File: src/hdl/gdc_pkg.sv
`default_nettype none
package gdc_pkg;
    localparam logic [3:0] OFS_CTRL = 4'h0;
    localparam logic [3:0] OFS_DIVISOR = 4'h1;
    localparam logic [3:0] OFS_STATUS = 4'h2;
    localparam logic [3:0] OFS_COUNT = 4'h3;
    localparam logic [3:0] OFS_EVENTS = 4'h4;
    localparam int CTRL_GATE_POS = 0;
    localparam int CTRL_EDGE_POS = 3;
    localparam int CTRL_OUT_POS = 4;
    localparam int CTRL_INTTB_POS = 6;
    localparam int CTRL_EVENT_POS = 7;
    localparam int CTRL_START_POS = 8;
    localparam int CTRL_STOP_POS = 9;
    localparam logic [31:0] DIVISOR_RESET = 32'h00000002;
    localparam logic [31:0] TB_DIV_RESET = 32'h00000019;
    localparam logic [2:0] GATE_NONE = 3'h0;
    localparam logic [2:0] GATE_HIGH = 3'h1;
    localparam logic [2:0] GATE_LOW = 3'h2;
    localparam logic [2:0] GATE_RISE = 3'h3;
    localparam logic [2:0] GATE_FALL = 3'h4;
    localparam logic [1:0] OUT_PULSE_HI = 2'h0;
    localparam logic [1:0] OUT_PULSE_LO = 2'h1;
    localparam logic [1:0] OUT_TOGGLE_HI = 2'h2;
    localparam logic [1:0] OUT_TOGGLE_LO = 2'h3;
    localparam int TB_FREQ_HZ = 1000000;
    localparam int CLK_HZ = 25000000;
    localparam int TB_CYCLES = CLK_HZ / TB_FREQ_HZ;
    typedef enum logic [1:0] {
        GDC_IDLE = 2'b00,
        GDC_ARMED = 2'b01,
        GDC_RUN = 2'b11
    } gdc_state_t;
    typedef struct packed {
        logic [2:0] gate_mode;
        logic source_edge;
        logic [1:0] out_mode;
        logic internal_tb;
        logic event_mode;
    } gdc_cfg_t;
endpackage
`default_nettype wire

File: src/hdl/gdc_counter.sv
// Notes on behaviour
// - Divider counts down from the programmed divisor; in pulse modes output is input over divisor.
// - Gate mode 0 ignores the gate and counts from software start.
// - Gate mode 1 counts only while the gate is high after start.
// - Gate mode 2 counts only while the gate is low after start.
// - Gate mode 3 waits after start for a gate rising edge.
// - Gate mode 4 waits after start for a gate falling edge.
// - Source edge 0 counts rising transitions, 1 counts falling transitions.
// - Output mode 0 gives a high pulse of one counted cycle at terminal count.
// - Output mode 1 gives a low pulse of one counted cycle at terminal count.
// - Output mode 2 goes high at terminal count until the next one.
// - Output mode 3 goes low at terminal count until the next one.
// - Pulse modes divide by divisor, toggle modes by twice the divisor.
// - Event mode counts the selected source edges, or timebase ticks when the internal timebase is on.
// - Without internal timebase the source pin clocks the counter, else the timebase.
//
// Decided for this implementation: register access over Avalon-MM and the register addresses.
`default_nettype none
module gdc_counter
    import gdc_pkg::*;
(
    input wire logic MCLK,
    input wire logic RST,
    input wire logic [3:0] AVS_ADDRESS,
    input wire logic AVS_READ,
    input wire logic AVS_WRITE,
    input wire logic [31:0] AVS_WRITEDATA,
    output logic [31:0] AVS_READDATA,
    output logic AVS_WAITREQUEST,
    input wire logic COUNTER_SOURCE_INPUT,
    input wire logic COUNTER_GATE_INPUT,
    output logic COUNTER_OUTPUT_PIN,
    output logic TERMINAL_COUNT_REACHED
);
    logic [1:0] src_sync;
    logic [1:0] gate_sync;
    logic src_prev;
    logic gate_prev;
    gdc_cfg_t cfg;
    logic [31:0] divisor;
    logic [31:0] count;
    logic [31:0] events;
    logic [7:0] tb_cnt;
    logic tb_tick;
    logic src_tick;
    logic cnt_tick;
    logic gate_ok;
    logic tc_now;
    logic toggle_level;
    logic pulse_active;
    logic acked;
    logic start_cmd;
    logic stop_cmd;
    logic wr_ctrl;
    gdc_state_t state;

    always_ff @(posedge MCLK)
    begin
        src_sync <= {src_sync[0], COUNTER_SOURCE_INPUT};
        gate_sync <= {gate_sync[0], COUNTER_GATE_INPUT};
        src_prev <= src_sync[1];
        gate_prev <= gate_sync[1];
        if (RST)
        begin
            src_sync <= 2'h0;
            gate_sync <= 2'h0;
            src_prev <= 1'b0;
            gate_prev <= 1'b0;
        end
    end

    // One-cycle timebase tick derived from the system clock.
    always_ff @(posedge MCLK)
    begin
        if (RST || tb_cnt == TB_CYCLES[7:0] - 8'h01)
            tb_cnt <= 8'h00;
        else
            tb_cnt <= tb_cnt + 8'h01;
    end
    assign tb_tick = (tb_cnt == TB_CYCLES[7:0] - 8'h01);

    // Selected edge of the source pin.
    assign src_tick = cfg.source_edge ? (src_prev & ~src_sync[1])
                                      : (~src_prev & src_sync[1]);
    assign cnt_tick = cfg.internal_tb ? tb_tick : src_tick;

    always_comb
    begin
        unique case (cfg.gate_mode)
            GATE_HIGH: gate_ok = gate_sync[1];
            GATE_LOW: gate_ok = ~gate_sync[1];
            default: gate_ok = 1'b1;
        endcase
    end

    // Bus access: one wait cycle, then acknowledge from a flip-flop.
    always_ff @(posedge MCLK)
    begin
        if (RST)
            AVS_WAITREQUEST <= 1'b1;
        else
            AVS_WAITREQUEST <= !((AVS_READ || AVS_WRITE) && AVS_WAITREQUEST);
    end
    assign acked = !AVS_WAITREQUEST;
    assign wr_ctrl = AVS_WRITE && acked && AVS_ADDRESS == OFS_CTRL;
    assign start_cmd = wr_ctrl && AVS_WRITEDATA[CTRL_START_POS];
    assign stop_cmd = wr_ctrl && AVS_WRITEDATA[CTRL_STOP_POS];

    always_ff @(posedge MCLK)
    begin
        if (RST)
        begin
            cfg <= '0;
            divisor <= DIVISOR_RESET;
        end
        else if (AVS_WRITE && acked)
        begin
            if (AVS_ADDRESS == OFS_CTRL && state == GDC_IDLE)
            begin
                cfg.gate_mode <= AVS_WRITEDATA[CTRL_GATE_POS +: 3];
                cfg.source_edge <= AVS_WRITEDATA[CTRL_EDGE_POS];
                cfg.out_mode <= AVS_WRITEDATA[CTRL_OUT_POS +: 2];
                cfg.internal_tb <= AVS_WRITEDATA[CTRL_INTTB_POS];
                cfg.event_mode <= AVS_WRITEDATA[CTRL_EVENT_POS];
            end
            if (AVS_ADDRESS == OFS_DIVISOR && state == GDC_IDLE)
                divisor <= (AVS_WRITEDATA == 32'h0) ? 32'h1 : AVS_WRITEDATA;
        end
    end

    always_ff @(posedge MCLK)
    begin
        if (RST)
            AVS_READDATA <= 32'h0;
        else
        begin
            unique case (AVS_ADDRESS)
                OFS_CTRL: AVS_READDATA <= {24'h0, cfg.event_mode, cfg.internal_tb,
                                           cfg.out_mode, cfg.source_edge, cfg.gate_mode};
                OFS_DIVISOR: AVS_READDATA <= divisor;
                OFS_STATUS: AVS_READDATA <= {29'h0, COUNTER_OUTPUT_PIN, state};
                OFS_COUNT: AVS_READDATA <= count;
                OFS_EVENTS: AVS_READDATA <= events;
                default: AVS_READDATA <= 32'h0;
            endcase
        end
    end

    // Start, arm and stop sequencing.
    always_ff @(posedge MCLK)
    begin
        if (RST || stop_cmd)
            state <= GDC_IDLE;
        else
        begin
            unique case (state)
                GDC_IDLE:
                    if (start_cmd)
                        state <= (cfg.gate_mode == GATE_RISE || cfg.gate_mode == GATE_FALL)
                                 ? GDC_ARMED : GDC_RUN;
                GDC_ARMED:
                    if ((cfg.gate_mode == GATE_RISE && !gate_prev && gate_sync[1])
                        || (cfg.gate_mode == GATE_FALL && gate_prev && !gate_sync[1]))
                        state <= GDC_RUN;
                GDC_RUN: state <= GDC_RUN;
                default: state <= GDC_IDLE;
            endcase
        end
    end

    assign tc_now = state == GDC_RUN && gate_ok && cnt_tick && !cfg.event_mode
                    && count == 32'h1;

    // Down count with reload; events count up.
    always_ff @(posedge MCLK)
    begin
        if (RST || state == GDC_IDLE)
        begin
            count <= divisor;
            events <= (RST || start_cmd) ? 32'h0 : events;
        end
        else if (state == GDC_RUN && gate_ok && cnt_tick)
        begin
            if (cfg.event_mode)
                events <= events + 32'h1;
            else if (count == 32'h1)
                count <= divisor;
            else
                count <= count - 32'h1;
        end
    end

    // Pulse lasts until the next counted cycle.
    always_ff @(posedge MCLK)
    begin
        if (RST || state == GDC_IDLE)
            pulse_active <= 1'b0;
        else if (tc_now)
            pulse_active <= 1'b1;
        else if (cnt_tick)
            pulse_active <= 1'b0;
    end

    always_ff @(posedge MCLK)
    begin
        if (RST || state == GDC_IDLE)
            toggle_level <= 1'b0;
        else if (tc_now)
            toggle_level <= ~toggle_level;
    end

    always_ff @(posedge MCLK)
    begin
        if (RST)
        begin
            COUNTER_OUTPUT_PIN <= 1'b0;
            TERMINAL_COUNT_REACHED <= 1'b0;
        end
        else
        begin
            TERMINAL_COUNT_REACHED <= tc_now;
            unique case (cfg.out_mode)
                OUT_PULSE_HI: COUNTER_OUTPUT_PIN <= pulse_active;
                OUT_PULSE_LO: COUNTER_OUTPUT_PIN <= ~pulse_active;
                OUT_TOGGLE_HI: COUNTER_OUTPUT_PIN <= toggle_level;
                OUT_TOGGLE_LO: COUNTER_OUTPUT_PIN <= ~toggle_level;
            endcase
        end
    end

    property p_wait_one;
        @(posedge MCLK) disable iff (RST)
        $rose(AVS_READ || AVS_WRITE) |-> AVS_WAITREQUEST ##1 !AVS_WAITREQUEST;
    endproperty
    a_wait_one: assert property (p_wait_one) else $error("Bus answer not after one cycle.");

    property p_reload;
        @(posedge MCLK) disable iff (RST)
        tc_now |=> count == divisor;
    endproperty
    a_reload: assert property (p_reload) else $error("Divisor not reloaded.");

    property p_down;
        @(posedge MCLK) disable iff (RST)
        (state == GDC_RUN && gate_ok && cnt_tick && !cfg.event_mode && count > 32'h1)
        |=> count == $past(count) - 32'h1;
    endproperty
    a_down: assert property (p_down) else $error("Count did not step down.");

    property p_gate_hold;
        @(posedge MCLK) disable iff (RST)
        (state == GDC_RUN && cfg.gate_mode == GATE_HIGH && !gate_sync[1]) |=> $stable(count);
    endproperty
    a_gate_hold: assert property (p_gate_hold) else $error("Counted with gate low.");

    property p_gate_low_hold;
        @(posedge MCLK) disable iff (RST)
        (state == GDC_RUN && cfg.gate_mode == GATE_LOW && gate_sync[1]) |=> $stable(count);
    endproperty
    a_gate_low_hold: assert property (p_gate_low_hold) else $error("Counted with gate high.");

    property p_armed_wait;
        @(posedge MCLK) disable iff (RST)
        (state == GDC_ARMED && cfg.gate_mode == GATE_RISE && !(!gate_prev && gate_sync[1])
         && !stop_cmd) |=> state == GDC_ARMED;
    endproperty
    a_armed_wait: assert property (p_armed_wait) else $error("Left arm without gate edge.");

    property p_start_free;
        @(posedge MCLK) disable iff (RST)
        (state == GDC_IDLE && start_cmd && cfg.gate_mode == GATE_NONE) |=> state == GDC_RUN;
    endproperty
    a_start_free: assert property (p_start_free) else $error("Ungated start failed.");

    property p_pulse_hi;
        @(posedge MCLK) disable iff (RST)
        (tc_now && cfg.out_mode == OUT_PULSE_HI && !stop_cmd) |=> ##1 COUNTER_OUTPUT_PIN;
    endproperty
    a_pulse_hi: assert property (p_pulse_hi) else $error("No high pulse.");

    property p_toggle;
        @(posedge MCLK) disable iff (RST)
        (tc_now && cfg.out_mode == OUT_TOGGLE_HI && !stop_cmd)
        |=> ##1 COUNTER_OUTPUT_PIN != $past(COUNTER_OUTPUT_PIN, 1);
    endproperty
    a_toggle: assert property (p_toggle) else $error("Toggle missed.");

    property p_pulse_lo;
        @(posedge MCLK) disable iff (RST)
        (tc_now && cfg.out_mode == OUT_PULSE_LO && !stop_cmd) |=> ##1 !COUNTER_OUTPUT_PIN;
    endproperty
    a_pulse_lo: assert property (p_pulse_lo) else $error("No low pulse.");

    property p_toggle_lo;
        @(posedge MCLK) disable iff (RST)
        (tc_now && cfg.out_mode == OUT_TOGGLE_LO && !stop_cmd)
        |=> ##1 COUNTER_OUTPUT_PIN != $past(COUNTER_OUTPUT_PIN, 1);
    endproperty
    a_toggle_lo: assert property (p_toggle_lo) else $error("Low toggle missed.");

    property p_armed_fall;
        @(posedge MCLK) disable iff (RST)
        (state == GDC_ARMED && cfg.gate_mode == GATE_FALL && !(gate_prev && !gate_sync[1])
         && !stop_cmd) |=> state == GDC_ARMED;
    endproperty
    a_armed_fall: assert property (p_armed_fall) else $error("Left arm without fall.");

    property p_start_gated;
        @(posedge MCLK) disable iff (RST)
        (state == GDC_IDLE && start_cmd && !stop_cmd
         && (cfg.gate_mode == GATE_RISE || cfg.gate_mode == GATE_FALL))
        |=> state == GDC_ARMED;
    endproperty
    a_start_gated: assert property (p_start_gated) else $error("Edge start not armed.");

    property p_tc_single;
        @(posedge MCLK) disable iff (RST)
        TERMINAL_COUNT_REACHED |=> !TERMINAL_COUNT_REACHED;
    endproperty
    a_tc_single: assert property (p_tc_single) else $error("Terminal count too long.");

    property p_event_count;
        @(posedge MCLK) disable iff (RST)
        (state == GDC_RUN && cfg.event_mode && gate_ok && cnt_tick)
        |=> events == $past(events) + 32'h1;
    endproperty
    a_event_count: assert property (p_event_count) else $error("Event not counted.");

    property p_timebase;
        @(posedge MCLK) disable iff (RST)
        (state == GDC_RUN && cfg.internal_tb && !tb_tick) |=> $stable(count) && $stable(events);
    endproperty
    a_timebase: assert property (p_timebase) else $error("Counted off timebase.");

    property p_source_edge;
        @(posedge MCLK) disable iff (RST)
        (state == GDC_RUN && !cfg.internal_tb && !src_tick) |=> $stable(count) && $stable(events);
    endproperty
    a_source_edge: assert property (p_source_edge) else $error("Counted off edge.");

    c_tc: cover property (@(posedge MCLK) disable iff (RST) tc_now);
    c_armed: cover property (@(posedge MCLK) disable iff (RST) state == GDC_ARMED ##1
                             state == GDC_RUN);
    c_event: cover property (@(posedge MCLK) disable iff (RST) cfg.event_mode && events > 32'h2);
    c_toggle: cover property (@(posedge MCLK) disable iff (RST) tc_now && cfg.out_mode[1]);
endmodule // gdc_counter
`default_nettype wire

File: config.mk
export PLATFORM = sky130hd
export DESIGN_NAME = gdc_counter
export DESIGN_NICKNAME = d
export VERILOG_FILES = /design/src/hdl/gdc_pkg.sv /design/src/hdl/gdc_counter.sv
export SDC_FILE = /design/constraint.sdc
export NUM_CORES = 1
export LEC_CHECK = 0
export BUFFER_PORTS_ARGS = -buffer_cell sky130_fd_sc_hd__clkbuf_2
export CORE_MARGIN = 2
export CORE_UTILIZATION = 60
export DETAILED_ROUTE_END_ITERATION = 6
export PLACE_DENSITY = 0.85
export SYNTH_ARGS = -nofsm -noshare
export SYNTH_HDL_FRONTEND = slang
export SYNTH_SLANG_ARGS = --single-unit
File: constraint.sdc
create_clock -name MCLK -period 5.35 [get_ports MCLK]
set_input_delay 0.2675 -clock MCLK [delete_from_list [all_inputs] [get_ports MCLK]]
set_output_delay 0.2675 -clock MCLK [all_outputs]
set_load 0.05 [all_outputs]
==> run summary, run 1 <==
outcome: finished, violations left
violated checks: design-rule violations
Worst Skew: 0.00977 ns
Clock Path Buffers: 2
Synth Register Bits: 157
yosys warns: 0
clk sinks: 157
Post-CTS Setup Inserts: 0
met1 usage: 38.7%
CTS Hold Bufs: 0
max cap viols: 0
final cell count without fillers: 988
Die Area: 12,900 sq um
post-cts sizing count: 0
final setup vio count: 0
Slew HR: 16.5%
diode count: 0
Synth Cell Area: 7230 sq um
xor/xnor cell area share of the yosys netlist: 6.30%
TritonCTS clock tree: built
row count: 40
Tmin final: 3.05 ns
maximum clock rate: 328 MHz
mux contribution to synthesized area: 1.39%
Cells after Synth: 763
final hold violations: 0
Startpoint Class: flop
Register Area: 3780 sq um
crit share post-route: 57.0%
final worst slack: 2.30 ns
drt pass-1 iters: 7
dpl ws: 2.37 ns
worst-path fanout max: 14
register area share after synthesis: 52.4%
all-layer global routing usage: 31.1%
fillers: 877
VDD IR max: 0.000236 V
Clk Tree Root Cell: clkbuf_16
vias per inst: 6.44
global route overflow: 0
fraction of layout cells with a size suffix above 1: 15.8%
Routed Antenna Nets: 0
Slew Limit Fails: 0
Non-Filler Cell Area, Final: 8330 sq um
initial DRC count: 948
Worst-Skew Late Latency: 0.44 ns
ys async rst share: 0%
Post-synth EDFFs: 64
CP endpoint kind: flop
worst path required time: 5.62 ns
RSZ-0062 raised after global routing: no
GR peak layer: met2
placed instance area: 7760 sq um
initial antenna violation count: 0
first-pass GRT wire length: 30.8 mm
Arr. time, crit path: 3.32 ns
Die Y: 114 um
Power Density: 305 nW/um^2
RePlAce Congestion: 0.940
Worst Hold Class: in2reg
Initial Util: 60.9%
Pleak: 3.08 nW
WL final: 19.4 mm
Power Total: 2.54 mW
most frequent cells in the layout: nand2_1, dfxtp_1, nor2_1
M2 GR Usage: 51.0%
H-tree Lvls: 4
number of instances in the placed design: 956
setup TNS: 0 ns
IO Pins: 77
Top FF cell, synth: dfxtp_1
P&R area growth vs syn: 15.3%
Post-DP HPWL: 13.0 mm
commonest non-fill, non-tap cell in the layout: nand2_1
Mapped Nets: 810
Syn Area/Cell: 9.47 sq um
largest net degree at the start of global routing: 41
vias in the first global route: 6,102
via count: 6,365
Unique masters post-synth: 46
Core Area: 11,900 sq um
Residual DRC: 11
post-DR wirelength/cell: 19.7 um
CP Class: reg2reg
Die X: 114 um
Multi-input gate area: 3280 sq um
actual slew at the worst max-slew pin: 1.25 ns
cts bufs inserted: 17
Synth Area in Compound Gates: 13.0%
Post-Synth Simple-Gate Area: 23.2%
Post-Synth Adder-Cell Area: 0.866%
CTS clk-pin slew, worst paths: 0.06 ns
NumNets Final: 875
largest family of logic cells by synthesized area: simple AND/OR/NAND/NOR gates
input/output buffers: 76
met3 usage: 8.50%
-- critical path, stage by stage (launching register included) --
cell	delay, ns
edfxtp_1	0.46
or4_4	0.59
or4_4	0.54
or4_4	0.62
or4_1	0.45
a31oi_1	0.22
-- cells in the mapped netlist (all sizes together), types with 3 or more instances --
| cell | instances | area, sq um |
|---|---|---|
| nand3 | 20 | 100 |
| a211oi | 3 | 22.5 |
| a31oi | 8 | 50.1 |
| a22oi | 3 | 22.5 |
| nor3 | 15 | 75.1 |
| or3 | 14 | 87.6 |
| nand4 | 15 | 93.8 |
| nor2b | 15 | 93.8 |
| xnor2 | 21 | 184 |
| xor2 | 31 | 272 |
| buf | 3 | 21.3 |
| edfxtp | 64 | 1920 |
| clkbuf | 41 | 154 |
| dfxtp | 93 | 1860 |
| and4 | 6 | 52.6 |
| nor4 | 22 | 138 |
| a21oi | 48 | 240 |
| nand3b | 3 | 22.5 |
| inv | 9 | 33.8 |
| and3 | 9 | 56.3 |
| nand2 | 115 | 432 |
| or4 | 10 | 86.3 |
| ha | 5 | 62.6 |
| nor2 | 80 | 300 |
| a222oi | 32 | 320 |
| mux2i | 10 | 100 |
| nor4b | 5 | 43.8 |
| and2 | 5 | 31.3 |
| o21ai | 39 | 195 |
-- cells by family (layout without fill, tap and decap cells) --
kind of cell | after synthesis | after routing
AOI/OAI and AO/OA | 144 | 144
xor gates and xnor gates | 52 | 52
DFF | 157 | 157
muxes | 10 | 10
buffers and inverters | 53 | 131
adders and majority gates | 5 | 5
and+or+nand+nor | 342 | 342
-- flip-flops by register name, summed over array words and instances, names as in the netlist, 2 cells and up --
signal and flops:
AVS_READDATA 32, cfg 8, count 32, divisor 32, events 32, gate_sync 2, src_sync 2, state 2
tb_cnt 8
-- area by class of cell --
type | count | share of cell area [%]
Sequential cell | 157 | 45.4
Clock inverter | 9 | 0.661
Multi-Input combinational cell | 553 | 39.4
Timing Repair Buffer | 90 | 5.83
Inverter | 9 | 0.406
Tap cell | 147 | 2.21
Clock buffer | 23 | 6.11
-- where the power goes --
group          switching, mW  internal [mW]  total, mW
logic                 0.0753         0.0388      0.114
clock network          0.478          0.668       1.15
registers             0.0216           1.26       1.28
total                  0.575           1.97       2.54
-- metal layers --
metal / part of all wire (%) / vias up / wire length [um]
met5: 0 / - / 0
met4: 2.8 / 0 / 537
met3: 9.8 / 61 / 1910
met2: 48 / 374 / 9300
met1: 40 / 3003 / 7710
li1: - / 2927 / -
-- path summary, 6_finish.rpt --
kind,cells past startpoint,startpoint,slack [ns],end
setup reg to reg,5,count[8],2.30,count[25]
setup / recovery,5,count[8],2.30,count[25]
hold / removal,2,AVS_READ,0.03,AVS_WAITREQUEST
hold reg to reg,1,src_sync[0],0.45,src_sync[1]
-- stage by stage --
| step | utilization (%) | hold WS (ns) |
|---|---|---|
| final | 70.2 | 0.0303 |
| after detailed placement | 65.5 | 0.435 |
| after floorplan | - | 0.376 |
| after global routing | 70.2 | 0.0356 |
| after global placement | 65.5 | 0.419 |
| after CTS | 70.2 | 0.0242 |
Note: power is estimated with default switching activity, not from simulation.
==> inputs of run 2 (changes only) <==
--- a/config.mk
+++ b/config.mk
@@ -7,9 +7,9 @@
 export LEC_CHECK = 0
 export BUFFER_PORTS_ARGS = -buffer_cell sky130_fd_sc_hd__clkbuf_2
 export CORE_MARGIN = 2
-export CORE_UTILIZATION = 60
+export CORE_UTILIZATION = 53
 export DETAILED_ROUTE_END_ITERATION = 6
-export PLACE_DENSITY = 0.85
+export PLACE_DENSITY = 0.8
 export SYNTH_ARGS = -nofsm -noshare
 export SYNTH_HDL_FRONTEND = slang
 export SYNTH_SLANG_ARGS = --single-unit
==> constraint.sdc (replaced) <==
create_clock -name MCLK -period 2.56 [get_ports MCLK]
set_input_delay 0.128 -clock MCLK [delete_from_list [all_inputs] [get_ports MCLK]]
set_output_delay 0.128 -clock MCLK [all_outputs]
set_load 0.05 [all_outputs]
==> run 2 against run 1 <==
The flow finishes with violations (design-rule violations, negative setup slack). Register-to-register slack worse by 2.5 ns. Total power increased by 120%. Combinational power grew to 2.9 times the previous value. Global-route usage shrank 1.6 points. Via count is 8.6% higher. Core utilization rose by 0.22 points. Die area increased by 13%. Largest power group unchanged.
==> run summary, run 2 (synthesis results as in run 1) <==
crit-path leading delay family: simple AND/OR/NAND/NOR gates
commonest non-fill, non-tap cell in the layout: nand2_1
first-pass GRT wire length: 32.8 mm
RePlAce Congestion: 0.899
max cap viols: 0
CP Class: reg2reg
max incr delay on CP: 0.61 ns
Worst-Skew Late Latency: 0.44 ns
Worst Hold Class: in2reg
clk sinks: 157
final setup vio count: 33
Arr. time, crit path: 3.09 ns
input/output buffers: 76
largest net degree at the start of global routing: 52
Post-DP HPWL: 13.4 mm
post-layout util: 70.4%
initial DRC count: 951
Die Y: 121 um
NumNets Final: 967
setup TNS: -2.84 ns
Routed Antenna Nets: 0
CP endpoint kind: flop
global route overflow: 0
Tmin final: 2.81 ns
Crit path top cell by count: or4_4
worst path required time: 2.84 ns
H-tree Lvls: 4
final hold violations: 0
Pleak: 3.60 nW
vias per inst: 6.23
final worst slack: -0.247 ns
initial antenna violation count: 0
row count: 42
via count: 6,913
VDD IR max: 0.000500 V
Startpoint Class: flop
crit share post-route: 110%
P&R area growth vs syn: 29.6%
maximum clock rate: 356 MHz
TritonCTS clock tree: built
Critical Path Slowest Stage Cell: or4_4
Slew Limit Fails: 0
worst-path fanout max: 8
Crit. Startpoint: count[10]
Slew HR: 51.0%
Worst Skew: 0.00801 ns
CP Buf/Inv Count: 0
cts bufs inserted: 17
Clk Tree Root Cell: clkbuf_16
Initial Util: 54.4%
r2r startpoint: count[10]
RSZ-0062 raised after global routing: yes
violated checks: design-rule violations, negative setup slack
Power Total: 5.57 mW
most frequent cells in the layout: nand2_1, dfxtp_1, nor2_1
worst-case hold slack: 0.0236 ns
all-layer global routing usage: 29.5%
Power Density: 595 nW/um^2
WL final: 21.7 mm
diode count: 0
fraction of layout cells with a size suffix above 1: 21.4%
vias in the first global route: 6,359
Die X: 121 um
outcome: finished, violations left
IO Pins: 77
Min-Delay Startpoint: AVS_WRITEDATA[0]
post-DR wirelength/cell: 19.5 um
fillers: 950
drt pass-1 iters: 7
Clock Path Buffers: 2
Die Area: 14,600 sq um
Core Area: 13,300 sq um
Critical Path, Cell by Cell: or4_4 -> or4_4 -> or4_4 -> or4_1 -> a31oi_1
actual slew at the worst max-slew pin: 0.728 ns
CTS clk-pin slew, worst paths: 0.06 ns
Residual DRC: 6
==> run 2: cell types whose count changed in the layout (fill, tap and decap cells not counted), moves of 2 or more <==
cell           change
or4_1              -2
dlygate4sd3_1     +35
buf_8              +2
or4_4              +2
buf_6             +11
nor2b_4            +2
o21ai_1            +7
buf_4             +40
nor2b_1            -3
clkbuf_16          +3
buf_12             +4
o21ai_0            -8
==> run 2: stage by stage <==
| stage | area [sq um] | std cells | setup WS, ns |
|---|---|---|---|
| finish | 9370 | 1109 | -0.247 |
| global route | 9370 | 1109 | -0.298 |
| CTS | 9230 | 1104 | -0.155 |
| detailed placement | 8170 | 1027 | -0.163 |
| global placement | 8170 | 1027 | -0.120 |
| floorplan | 7240 | 763 | -0.212 |
==> run 2: path summary, 6_finish.rpt <==
path	slack, ns	to	cells past startpoint
worst max-delay path	-0.25	count[25]	5
worst min-delay path	0.02	cfg[5]	3
worst max register to register	-0.25	count[25]	5
worst min register to register	0.43	gate_sync[1]	1
==> run 2: what timing repair did <==
action | in CTS | in global routing
setup buffers | 8 | 5
hold buffers | 35 | 0
gates resized for setup | 7 | 32
endpoints found under the hold margin | 41 | 0
endpoints found under the setup margin | 31 | 31
gates cloned | 2 | 0
pin swaps | 5 | 5
==> run 2: per-layer routing <==
layer  global-route usage [%]  share of wire, %  wire [um]  vias to the layer above
met2                     47.4                48      10300                      465
li1                         -                 -          -                     3115
met5                        0                 0          0                        -
met1                     37.8                38       8250                     3247
met4                     11.9               3.8        814                        0
met3                     7.97                11       2310                       86
==> run 2: tightest hold or removal path, cell delays in order <==
cell and delay [ns]:
clkbuf_2 0.14, mux2i_1 0.08, nor2_1 0.08
==> run 2: cell type report <==
class / instances / area [sq um] / area share, %
flip-flops and latches: 157 / 3780 / 40.4
clock inverters: 7 / 41.3 / 0.441
repair buffers: 182 / 1370 / 14.6
inverters: 9 / 33.8 / 0.361
multi-input cells: 553 / 3350 / 35.7
well taps: 176 / 220 / 2.35
clock buffers: 25 / 571 / 6.09
==> run 2: power breakdown <==
| part | internal (mW) | switching, mW | leakage (nW) | total, mW |
|---|---|---|---|---|
| clock | 1.55 | 1.02 | 0.310 | 2.56 |
| combinational | 0.144 | 0.186 | 1.82 | 0.329 |
| sequential | 2.63 | 0.0458 | 1.47 | 2.68 |
| total | 4.32 | 1.25 | 3.60 | 5.57 |
==> inputs of run 3 (changes only) <==
--- a/config.mk
+++ b/config.mk
@@ -7,9 +7,9 @@
 export LEC_CHECK = 0
 export BUFFER_PORTS_ARGS = -buffer_cell sky130_fd_sc_hd__clkbuf_2
 export CORE_MARGIN = 2
-export CORE_UTILIZATION = 53
+export CORE_UTILIZATION = 60
 export DETAILED_ROUTE_END_ITERATION = 6
-export PLACE_DENSITY = 0.8
+export PLACE_DENSITY = 0.85
 export SYNTH_ARGS = -nofsm -noshare
 export SYNTH_HDL_FRONTEND = slang
 export SYNTH_SLANG_ARGS = --single-unit
==> constraint.sdc (replaced) <==
create_clock -name MCLK -period 3.4 [get_ports MCLK]
set_input_delay 0.17 -clock MCLK [delete_from_list [all_inputs] [get_ports MCLK]]
set_output_delay 0.17 -clock MCLK [all_outputs]
set_load 0.05 [all_outputs]
==> run 3 against run 2 <==
The run ends with design-rule violations left. Via count is 4.3% lower. Sequential power decreased by 25%. Global-route usage increased by 2.9 points. Critical endpoint is now count[29]. Largest power group unchanged. Highest routed layer unchanged.
==> run summary, run 3 (synthesis results as in run 1) <==
commonest non-fill, non-tap cell in the layout: nand2_1
Startpoint Class: flop
cts bufs inserted: 17
RSZ-0062 raised after global routing: no
Core Area: 11,900 sq um
initial antenna violation count: 0
crit share post-route: 87.8%
initial DRC count: 1,066
Routed Antenna Nets: 0
Power Density: 470 nW/um^2
Residual DRC: 22
setup TNS: 0 ns
H-tree Lvls: 4
Crit path top cell by count: or4_4
WL met3: 2.12 mm
drt pass-1 iters: 7
Die X: 114 um
vias per inst: 6.54
WL final: 20.4 mm
r2r startpoint: count[8]
most frequent cells in the layout: nand2_1, dfxtp_1, nor2_1
post-cts sizing count: 0
max incr delay on CP: 0.62 ns
CP endpoint kind: flop
Critical Path Slowest Stage Cell: or4_4
post-DR wirelength/cell: 20.1 um
fraction of layout cells with a size suffix above 1: 14.9%
global route overflow: 0
row count: 40
via count: 6,614
Power Total: 4.01 mW
vias in the first global route: 6,348
Worst-Skew Late Latency: 0.43 ns
final setup vio count: 0
CP Class: reg2reg
FF-to-FF path depth: 5
Top Metal Used: met4
VDD IR max: 0.000370 V
largest net degree at the start of global routing: 45
P&R area growth vs syn: 18.2%
violated checks: design-rule violations
Hold Path Cell Cnt: 3
Worst Skew: 0.00706 ns
worst-path fanout max: 14
max cap viols: 0
diode count: 0
crit-path leading delay family: simple AND/OR/NAND/NOR gates
Worst Hold Class: in2reg
Slew Limit Fails: 0
Min-Delay Startpoint: AVS_WRITEDATA[30]
Clock Path Buffers: 2
Critical Path, Cell by Cell: or4_4 -> or4_4 -> or4_4 -> or4_1 -> a31oi_1
worst path required time: 3.68 ns
all-layer global routing usage: 32.3%
maximum clock rate: 335 MHz
Die Area: 12,900 sq um
metal2 WL: 9.56 mm
Initial Util: 60.9%
Tmin final: 2.99 ns
Die Y: 114 um
Clk Tree Root Cell: clkbuf_16
TritonCTS clock tree: built
outcome: finished, violations left
CP Buf/Inv Count: 0
critical path depth: 5
input/output buffers: 76
Pleak: 3.16 nW
IO Pins: 77
final hold violations: 0
Register Area: 3780 sq um
WHS Endpoint: divisor[30]
RePlAce Congestion: 0.909
R2R Setup Slk: 0.41 ns
first-pass GRT wire length: 32.3 mm
NumNets Final: 899
Multi-input gate area: 3270 sq um
fillers: 838
actual slew at the worst max-slew pin: 1.27 ns
CTS clk-pin slew, worst paths: 0.06 ns
Post-DP HPWL: 13.5 mm
Arr. time, crit path: 3.26 ns
metal1 wirelength: 7.79 mm
clk sinks: 157
RR Endpoint: count[29]
Slew HR: 15.1%
[run 3: metrics by stage]
step           setup slack, ns  hold slack (ns)  cells  instance area [sq um]  utilization, %
5_1_grt                  0.327           0.0108   1012                   8550            72.0
6_report                 0.413           0.0116   1012                   8550            72.0
4_1_cts                  0.436         0.000408   1012                   8550            72.0
2_1_floorplan            0.608            0.279    763                   7230               -
3_5_place_dp             0.472            0.381    959                   7780            65.6
3_3_place_gp             0.529            0.373    959                   7780            65.6
[run 3: layer usage]
| metal | up-vias | global-route usage, % |
|---|---|---|
| li1 | 2981 | - |
| met1 | 3065 | 41.4 |
| met2 | 473 | 51.9 |
| met3 | 95 | 7.33 |
| met4 | 0 | 16.3 |
| met5 | - | 0 |
[run 3: repair_timing]
action | in CTS | in global routing
hold buffers | 21 | 0
hold endpoints to repair | 20 | 0
setup buffers | 0 | 0
[run 3: worst max-delay path by stage]
stage	start	end	slack (ns)
2_1_floorplan	count[8]	count[29]	0.61
3_3_place_gp	count[8]	count[29]	0.53
3_5_place_dp	count[8]	count[29]	0.47
4_1_cts	count[8]	count[29]	0.44
5_1_grt	count[8]	count[29]	0.33
6_report	count[8]	count[29]	0.41
[run 3: area by class of cell]
type / count / area share, %
timing repair buffer: 114 / 8.40
tap: 147 / 2.15
clock buffer: 28 / 6.19
clock inverter: 4 / 0.278
inverter: 9 / 0.395
multi-input combinational: 553 / 38.3
sequential: 157 / 44.3
[run 3: worst register-to-register path, stage by stage (launching register included)]
cell and delay [ns]:
edfxtp_1 0.48, or4_4 0.60, or4_4 0.53, or4_4 0.62, or4_1 0.43, a31oi_1 0.17
[run 3: power by group]
part           switching, mW  internal, mW  total [mW]  leakage (nW)
clock network          0.735          1.06        1.79         0.269
registers             0.0349          1.98        2.02          1.47
logic                  0.125        0.0777       0.203          1.42
